==> config.mk <==
export PLATFORM = sky130hd
export DESIGN_NAME = ltpc_top
export DESIGN_NICKNAME = d
export VERILOG_FILES = /design/src/ltpc_divider.v /design/src/ltpc_top.v
export VERILOG_INCLUDE_DIRS = /design/src
export SDC_FILE = /design/constraint.sdc
export NUM_CORES = 2
export LEC_CHECK = 0
export BUFFER_PORTS_ARGS = -buffer_cell sky130_fd_sc_hd__buf_4
export CORE_UTILIZATION = 40
export CTS_CLUSTER_DIAMETER = 200
export CTS_CLUSTER_SIZE = 40
export DETAILED_ROUTE_END_ITERATION = 12
export HOLD_SLACK_MARGIN = 0.08
export SLEW_MARGIN = 20
export SYNTH_ARGS = -nofsm -noshare
export SYNTH_HDL_FRONTEND = slang
export SYNTH_SLANG_ARGS = --single-unit
==> constraint.sdc <==
create_clock -name CLK -period 7.7 [get_ports CLK]
set_input_delay 1.155 -clock CLK [delete_from_list [all_inputs] [get_ports CLK]]
set_output_delay 1.155 -clock CLK [all_outputs]
set_load 0.01 [all_outputs]
==> src/ltpc_defines.vh <==
// ltpc_defines.vh: constants for the laser and trigger path control block
// assumes inclusion by bare name from the design files
`ifndef LTPC_DEFINES_VH
`define LTPC_DEFINES_VH

`define LTPC_ADDR_W        4
// register indices (byte address = 4 * index is not used; plain port)
`define LTPC_REG_CTRL      4'h0
`define LTPC_REG_SWTRIG    4'h1
`define LTPC_REG_OFFDIST   4'h2
`define LTPC_REG_OFFDLY    4'h3
`define LTPC_REG_ENCRES    4'h4
`define LTPC_REG_STARTDLY  4'h5
`define LTPC_REG_EXTDIST   4'h6
`define LTPC_REG_CONSTSPD  4'h7
`define LTPC_REG_INCDIV    4'h8
`define LTPC_REG_OUTDIV    4'h9
`define LTPC_REG_STATUS    4'ha
`define LTPC_REG_DIST      4'hb
`define LTPC_REG_SYSINC    4'hc

// control register fields
`define LTPC_CTRL_LASER_EN   0
`define LTPC_CTRL_SRC_MODE   1
`define LTPC_CTRL_SRC_SEL    2
`define LTPC_CTRL_TIME_MODE  3
`define LTPC_CTRL_CONST_SPD  4
`define LTPC_CTRL_RESET      5'h00

// source select values
`define LTPC_SRC_DIN       1'b0
`define LTPC_SRC_SWTRIG    1'b1

// time base: 50 MHz clock, 1 us tick
`define LTPC_CLK_MHZ       50
`define LTPC_TICK_NS       1000
`define LTPC_TICK_CYC      ((`LTPC_TICK_NS * `LTPC_CLK_MHZ) / 1000)

// reset values of configuration
`define LTPC_OFFDIST_RST   32'h0000_0000
`define LTPC_ENCRES_RST    32'h0000_0001
`define LTPC_DIV_RST       16'h0001

`endif

==> src/ltpc_divider.v <==
// ltpc_divider.v: pulse divider, one output pulse every div input pulses
// assumes div of zero is treated as one
`timescale 1ns/1ps

module ltpc_divider #(
  parameter W = 16
) (
  // clock and reset
  input  wire         clk,
  input  wire         rst,
  // control
  input  wire [W-1:0] div,
  input  wire         in_pulse,
  // result
  output reg          out_pulse
);

  reg [W-1:0] cnt_q;

  always @(posedge clk) begin
    if (rst) begin
      cnt_q     <= {W{1'b0}};
      out_pulse <= 1'b0;
    end else begin
      out_pulse <= 1'b0;
      if (in_pulse) begin
        if (cnt_q + {{(W-1){1'b0}}, 1'b1} >= div) begin
          cnt_q     <= {W{1'b0}};
          out_pulse <= 1'b1;
        end else begin
          cnt_q <= cnt_q + {{(W-1){1'b0}}, 1'b1};
        end
      end
    end
  end

endmodule // ltpc_divider

==> src/ltpc_top.v <==
// ltpc_top.v: laser switching, reading interval and system increment
// assumes inputs synchronous to CLK; encoder gives one-cycle pulses
//
// Implementation choices: the register addresses and the address-and-strobe port.
`timescale 1ns/1ps
`include "ltpc_defines.vh"

module ltpc_top #(
  parameter DW = 32,
  parameter DIVW = 16
) (
  // clock and reset
  input  wire                   CLK,
  input  wire                   RST,
  // register port
  input  wire [`LTPC_ADDR_W-1:0] ADDR,
  input  wire [31:0]            WDATA,
  input  wire                   WR,
  input  wire                   RD,
  output reg  [31:0]            RDATA,
  // field signals
  input  wire                   TRIG_IN,
  input  wire                   ENC_PULSE,
  // outputs
  output reg                    LASER_ON,
  output reg                    MEAS_ACTIVE,
  output reg                    SYS_INC_OUT
);

  // configuration registers
  reg [4:0]      ctrl_q;
  reg [DW-1:0]   off_dist_q;
  reg [DW-1:0]   off_dly_q;
  reg [DW-1:0]   enc_res_q;
  reg [DW-1:0]   start_dly_q;
  reg [DW-1:0]   ext_dist_q;
  reg [DW-1:0]   const_spd_q;
  reg [DIVW-1:0] inc_div_q;
  reg [DIVW-1:0] out_div_q;
  reg            sw_trig_q;

  // working state
  reg            trig_prev_q;
  reg [DW-1:0]   dist_q;
  reg            acc_q;
  reg [DW-1:0]   stall_q;
  reg            las_q;
  reg [15:0]     tick_cnt_q;
  reg            tick_q;
  reg [DW-1:0]   iv_pos_q;
  reg            iv_run_q;
  reg            iv_trig_prev_q;
  reg            iv_end_q;
  reg [DW-1:0]   iv_end_pos_q;
  reg [DW-1:0]   sys_inc_cnt_q;

  wire laser_en   = ctrl_q[`LTPC_CTRL_LASER_EN];
  wire src_mode   = ctrl_q[`LTPC_CTRL_SRC_MODE];
  wire src_sel    = ctrl_q[`LTPC_CTRL_SRC_SEL];
  wire time_mode  = ctrl_q[`LTPC_CTRL_TIME_MODE];
  wire const_spd  = ctrl_q[`LTPC_CTRL_CONST_SPD];

  // trigger sources
  wire sw_trig_wr = WR && (ADDR == `LTPC_REG_SWTRIG);
  wire dig_trig   = TRIG_IN;
  wire interval_trig = dig_trig | sw_trig_q;
  wire laser_trig = src_mode ?
                    ((src_sel == `LTPC_SRC_SWTRIG) ? sw_trig_q : dig_trig)
                    : interval_trig;

  // distance step per cycle
  localparam [31:0] TICK_LAST = `LTPC_TICK_CYC - 1;
  wire tick_end = ({16'h0000, tick_cnt_q} == TICK_LAST);
  wire [DW-1:0] enc_step = ENC_PULSE ? enc_res_q : {DW{1'b0}};
  wire [DW-1:0] spd_step = tick_q ? const_spd_q : {DW{1'b0}};
  wire [DW-1:0] step = const_spd ? spd_step : enc_step;
  wire [DW-1:0] iv_step = time_mode ?
                          (tick_q ? {{(DW-1){1'b0}}, 1'b1} : {DW{1'b0}})
                          : step;

  wire trig_rise = laser_trig && !trig_prev_q;
  wire trig_fall = !laser_trig && trig_prev_q;
  // saturating sum so a long run never wraps the distance back to zero
  wire [DW:0]   dist_sum = {1'b0, dist_q} + {1'b0, step};
  wire [DW-1:0] dist_d   = dist_sum[DW] ? {DW{1'b1}} : dist_sum[DW-1:0];

  // interval arithmetic one or two bits wider so large settings never wrap
  wire [DW:0]   iv_pos_sum = {1'b0, iv_pos_q} + {1'b0, iv_step};
  wire [DW-1:0] iv_pos_d   = iv_pos_sum[DW] ? {DW{1'b1}}
                             : iv_pos_sum[DW-1:0];
  wire [DW+1:0] iv_end_sum = {2'b00, iv_pos_q} + {2'b00, start_dly_q}
                             + {2'b00, ext_dist_q};
  wire [DW-1:0] iv_end_d   = (iv_end_sum[DW+1:DW] != 2'b00) ?
                             {DW{1'b1}} : iv_end_sum[DW-1:0];
  wire [DW:0]   iv_lead    = {1'b0, iv_pos_q} + {1'b0, ext_dist_q};
  wire          iv_started = (iv_lead >= {1'b0, start_dly_q});

  // register writes
  always @(posedge CLK) begin
    if (RST) begin
      ctrl_q      <= `LTPC_CTRL_RESET;
      off_dist_q  <= `LTPC_OFFDIST_RST;
      off_dly_q   <= {DW{1'b0}};
      enc_res_q   <= `LTPC_ENCRES_RST;
      start_dly_q <= {DW{1'b0}};
      ext_dist_q  <= {DW{1'b0}};
      const_spd_q <= {DW{1'b0}};
      inc_div_q   <= `LTPC_DIV_RST;
      out_div_q   <= `LTPC_DIV_RST;
      sw_trig_q   <= 1'b0;
    end else begin
      if (sw_trig_wr)
        sw_trig_q <= WDATA[0];
      if (WR) begin
        case (ADDR)
          `LTPC_REG_CTRL:     ctrl_q      <= WDATA[4:0];
          `LTPC_REG_OFFDIST:  off_dist_q  <= WDATA[DW-1:0];
          `LTPC_REG_OFFDLY:   off_dly_q   <= WDATA[DW-1:0];
          `LTPC_REG_ENCRES:   enc_res_q   <= WDATA[DW-1:0];
          `LTPC_REG_STARTDLY: start_dly_q <= WDATA[DW-1:0];
          `LTPC_REG_EXTDIST:  ext_dist_q  <= WDATA[DW-1:0];
          `LTPC_REG_CONSTSPD: const_spd_q <= WDATA[DW-1:0];
          `LTPC_REG_INCDIV:   inc_div_q   <= WDATA[DIVW-1:0];
          `LTPC_REG_OUTDIV:   out_div_q   <= WDATA[DIVW-1:0];
          default: ;
        endcase
      end
    end
  end

  // microsecond tick for time-based counting
  always @(posedge CLK) begin
    if (RST) begin
      tick_cnt_q <= 16'h0000;
      tick_q     <= 1'b0;
    end else begin
      tick_q <= tick_end;
      if (tick_end)
        tick_cnt_q <= 16'h0000;
      else
        tick_cnt_q <= tick_cnt_q + 16'h0001;
    end
  end

  // laser switch-off path
  always @(posedge CLK) begin
    if (RST) begin
      trig_prev_q <= 1'b0;
      dist_q      <= {DW{1'b0}};
      acc_q       <= 1'b0;
      stall_q     <= {DW{1'b0}};
      las_q       <= 1'b0;
    end else begin
      trig_prev_q <= laser_trig;
      if (laser_trig) begin
        las_q   <= 1'b1;
        acc_q   <= 1'b0;
        dist_q  <= {DW{1'b0}};
        stall_q <= {DW{1'b0}};
      end else if (trig_fall) begin
        acc_q   <= 1'b1;
        dist_q  <= {DW{1'b0}};
        stall_q <= {DW{1'b0}};
      end else if (acc_q) begin
        dist_q <= dist_d;
        if (dist_d >= off_dist_q) begin
          las_q <= 1'b0;
          acc_q <= 1'b0;
        end else if (step != {DW{1'b0}}) begin
          stall_q <= {DW{1'b0}};
        end else if (off_dly_q != {DW{1'b0}}) begin
          if (tick_q)
            stall_q <= stall_q + {{(DW-1){1'b0}}, 1'b1};
          if (stall_q >= off_dly_q) begin
            las_q <= 1'b0;
            acc_q <= 1'b0;
          end
        end
      end
    end
  end

  // reading interval: delay then extension before and after
  always @(posedge CLK) begin
    if (RST) begin
      iv_trig_prev_q <= 1'b0;
      iv_pos_q       <= {DW{1'b0}};
      iv_run_q       <= 1'b0;
      iv_end_q       <= 1'b0;
      iv_end_pos_q   <= {DW{1'b0}};
      MEAS_ACTIVE    <= 1'b0;
    end else begin
      iv_trig_prev_q <= interval_trig;
      if (interval_trig && !iv_trig_prev_q) begin
        iv_run_q <= 1'b1;
        iv_end_q <= 1'b0;
        iv_pos_q <= {DW{1'b0}};
      end else if (iv_run_q) begin
        iv_pos_q <= iv_pos_d;
        if (!interval_trig && iv_trig_prev_q) begin
          iv_end_q     <= 1'b1;
          iv_end_pos_q <= iv_end_d;
        end
        if (iv_end_q && iv_pos_q >= iv_end_pos_q) begin
          iv_run_q    <= 1'b0;
          MEAS_ACTIVE <= 1'b0;
        end else if (iv_started) begin
          MEAS_ACTIVE <= 1'b1;
        end
      end
    end
  end

  // system increment dividers
  wire inc_pulse;
  wire out_pulse;

  ltpc_divider #(.W(DIVW)) u_inc_div (
    .clk       (CLK),
    .rst       (RST),
    .div       (inc_div_q),
    .in_pulse  (ENC_PULSE),
    .out_pulse (inc_pulse)
  );

  ltpc_divider #(.W(DIVW)) u_out_div (
    .clk       (CLK),
    .rst       (RST),
    .div       (out_div_q),
    .in_pulse  (inc_pulse),
    .out_pulse (out_pulse)
  );

  always @(posedge CLK) begin
    if (RST) begin
      sys_inc_cnt_q <= {DW{1'b0}};
      SYS_INC_OUT   <= 1'b0;
    end else begin
      if (inc_pulse)
        sys_inc_cnt_q <= sys_inc_cnt_q + {{(DW-1){1'b0}}, 1'b1};
      SYS_INC_OUT <= out_pulse;
    end
  end

  // laser output
  always @(posedge CLK) begin
    if (RST)
      LASER_ON <= 1'b1;
    else if (!laser_en)
      LASER_ON <= 1'b1;
    else
      LASER_ON <= las_q | laser_trig;
  end

  // register reads, data in the cycle after the strobe
  always @(posedge CLK) begin
    if (RST) begin
      RDATA <= 32'h0000_0000;
    end else if (RD) begin
      case (ADDR)
        `LTPC_REG_CTRL:     RDATA <= {27'h0000000, ctrl_q};
        `LTPC_REG_SWTRIG:   RDATA <= {31'h00000000, sw_trig_q};
        `LTPC_REG_OFFDIST:  RDATA <= off_dist_q;
        `LTPC_REG_OFFDLY:   RDATA <= off_dly_q;
        `LTPC_REG_ENCRES:   RDATA <= enc_res_q;
        `LTPC_REG_STARTDLY: RDATA <= start_dly_q;
        `LTPC_REG_EXTDIST:  RDATA <= ext_dist_q;
        `LTPC_REG_CONSTSPD: RDATA <= const_spd_q;
        `LTPC_REG_INCDIV:   RDATA <= {16'h0000, inc_div_q};
        `LTPC_REG_OUTDIV:   RDATA <= {16'h0000, out_div_q};
        `LTPC_REG_STATUS:   RDATA <= {28'h0000000, MEAS_ACTIVE, acc_q,
                                      las_q, LASER_ON};
        `LTPC_REG_DIST:     RDATA <= dist_q;
        `LTPC_REG_SYSINC:   RDATA <= sys_inc_cnt_q;
        default:            RDATA <= 32'h0000_0000;
      endcase
    end else begin
      RDATA <= 32'h0000_0000;
    end
  end

endmodule // ltpc_top

==> key figures <==
Logic synthesis
  – Syn_area_per_cell: 7.97 um2
  – Synth top cells by count: nand2_1, dfxtp_1, a21oi_1
  – Cells after Synth: 3840
  – Register area share after synthesis: 0.315
  – YS warnings: 0
  – Yosys reg bits: 482
  – Synth Net Count: 4211
  – Post-synth cell types: 74
  – Yosys top cell area share: 0.315
  – Yosys top cell by area: dfxtp_1
  – EDFF count, synth: 0
  – Ys flop type: dfxtp_1
  – Cell area after synthesis: 30600 um2
  – Most numerous cell in the Yosys netlist: nand2_1
  – Ranking of synthesized cells by area: dfxtp_1, ha_1, nand2_1
  – Ys async rst share: 0

Worst setup path
  – Crit Reg-Reg Endpoint: stall_q[18]
  – R2r startpoint: tick_q
  – CP Class: flop to flop
  – CP Data Required Time: 8.23 ns
  – CP startpoint: tick_q
  – Worst reg-to-reg setup slack: 0.49 ns
  – CP arrival: 7.74 ns
  – Worst setup endpoint: stall_q[18]
  – R2r worst-path depth: 23
  – Critical Path Start Type: flop
  – Crit end category: flop
  – Crit path max fanout: 22

Timing
  – Fmax: 0.139 GHz
  – Least-Margin Pin Slew: 1.12 ns
  – Endpoints failing setup: 0
  – Post-Route Skew: 0.0652 ns
  – Final critical-path required period: 7.21 ns
  – Unrepaired setup endpoints after global routing: false
  – Final worst slack: 0.491 ns
  – Period utilization: 0.936
  – Final Hold Vio Count: 0
  – Max-slew headroom: 0.250
  – Setup_tns: 0 ns
  – Max Slew Vio Count: 0

Global routing
  – Global Route Usage Sum: 0.268
  – Initial antenna violation count: 0
  – First-pass GRT wire length: 161000 um
  – GRT Residual Overflow: 0
  – Vias in the first global route: 25900
  – Largest net degree at the start of global routing: 90

Pwr
  – Lkg Pwr: 0.0130 uW
  – Maximum VDD drop: 0.142 mV
  – Power per cell area: 136 nW/um2

Run
  – Max Cap Viol: 0

Clock tree
  – H-tree depth: 1
  – Maximum root-to-sink buffer count: 3
  – # hold bufs at CTS: 0
  – Clk root buf: clkbuf_16
  – Cts repair resizes: 0
  – CTS Buf Count: 16
  – # clock sinks: 482
  – CTS tree: built
  – Post-CTS Setup Inserts: 0
  – Clock Latency Late Sink: 0.58 ns
  – CTS clk-pin slew, worst paths: 0.15 ns

Floorplanning
  – Chip width: 279 um
  – Die area: 77600 um2
  – Top-Level Pins: 77
  – Die H: 279 um
  – Row cnt: 101
  – Initial Util: 0.404
  – Core ar.: 75800 um2

Placement
  – Port buffer count: 76
  – Gpl congestion: 0.948
  – DP HPWL: 81100 um
  – Place WS: 0.0305 ns

Final layout
  – Area growth, synth to finish: 6.41%
  – # nets final: 4161
  – Share of layout cells above drive strength 1: 0.0504

Hold path
  – HP Class: flop to flop
  – Hold path depth: 1

Routing
  – 1st-iter DRT viols: 2537
  – Via density: 5.86
  – Drt pass-1 iters: 5
  – Final WL: 107000 um
  – DR DRC count: 0
  – Detail Route Antenna Nets: 0
  – Via count: 27900
  – WL/cell: 22.4 um

Outcome
  – Outcome: complete, no violations
[routing by layer]
metal / share of wire / global-route usage
met5: 0 / 0
met4: 0.036 / 0.0882
met3: 0.080 / 0.0452
met2: 0.44 / 0.421
met1: 0.45 / 0.373
[where the power goes]
| group | total (uW) | switching (uW) | internal (uW) |
|---|---|---|---|
| logic | 598 | 391 | 207 |
| registers | 2590 | 60.0 | 2530 |
| clock network | 1250 | 843 | 410 |
| total | 4450 | 1290 | 3150 |
[cell type report]
type | instances | area, um2
repair buffers | 136 | 1040
well taps | 978 | 1220
diodes | 1 | 2.50
flip-flops and latches | 482 | 9650
clock inverters | 1 | 30.0
multi-input cells | 2922 | 19300
fillers | 7781 | 43300
inverters | 232 | 871
clock buffers | 17 | 425
[cells by family after synthesis]
kind of cell             share of synthesized area
AO/OA/AOI/OAI                                0.238
multiplexers                               0.00601
buffers and inverters                       0.0556
XOR/XNOR                                    0.0552
flip-flops                                   0.315
adder cells (fa/ha/maj)                      0.143
AND/OR/NAND/NOR                              0.186
[flip-flops by register name, indices dropped and copies added (netlist names), 5 cells and up]
| register | flops |
|---|---|
| off_dist_q | 32 |
| u_out_div.cnt_q | 16 |
| start_dly_q | 32 |
| u_inc_div.cnt_q | 16 |
| tick_cnt_q | 16 |
| const_spd_q | 32 |
| RDATA | 32 |
| ctrl_q | 5 |
| ext_dist_q | 32 |
| iv_pos_q | 32 |
| inc_div_q | 16 |
| out_div_q | 16 |
| enc_res_q | 32 |
| off_dly_q | 32 |
| sys_inc_cnt_q | 32 |
| iv_end_pos_q | 32 |
| stall_q | 32 |
| dist_q | 32 |
[metrics by stage]
step	cell area [um2]	cells	utilization	power, uW	hold WS [ns]
final	32600	4769	0.430	4450	0.462
after global routing	32600	4768	0.429	4610	0.477
after CTS	32600	4768	0.429	4470	0.466
after detailed placement	32100	4750	0.423	3240	0.440
after global placement	32100	4750	0.423	3240	0.427
after floorplan	30600	3840	-	3020	0.392
[critical path, stage by stage, from the launching register on]
cell and delay [ns]:
dfxtp_1 0.51, and2_1 0.82, a22o_1 0.27, ha_1 0.29, a21o_1 0.22, o21bai_1 0.18, a22o_1 0.20, a31oi_1 0.32
a21oi_1 0.20, o21ai_0 0.36, o31a_1 0.25, a21oi_1 0.13, xnor2_1 0.21, nand2_1 0.09, ha_1 0.29, a21o_1 0.17
a21o_1 0.17, a21oi_1 0.17, o41ai_1 0.10, a211oi_1 0.48, nand2_1 0.15, or4_1 0.82, or4_1 0.59, a21oi_1 0.15
[cells in the final DEF, fill, tap and decap left out, drive strengths merged, types with 56 or more instances in the layout]
cell    count
a21o      102
o21ai     150
nor2b      56
dfxtp     482
xor2      109
ha        293
nand2     633
a21oi     419
xnor2      84
a22o       58
buf       136
inv       232
nand3      78
nor2      217
a221oi     66
a22oi      86
[worst min path at each step]
stage / from / endpoint / slack, ns
floorplan: ctrl_q[0] / LASER_ON / 0.39
detailed placement: u_out_div.out_pulse / SYS_INC_OUT / 0.44
global placement: u_out_div.out_pulse / SYS_INC_OUT / 0.43
CTS: u_out_div.out_pulse / SYS_INC_OUT / 0.47
finish: u_out_div.out_pulse / SYS_INC_OUT / 0.46
global route: u_out_div.out_pulse / SYS_INC_OUT / 0.48
Note: power is estimated with default switching activity, not from simulation.
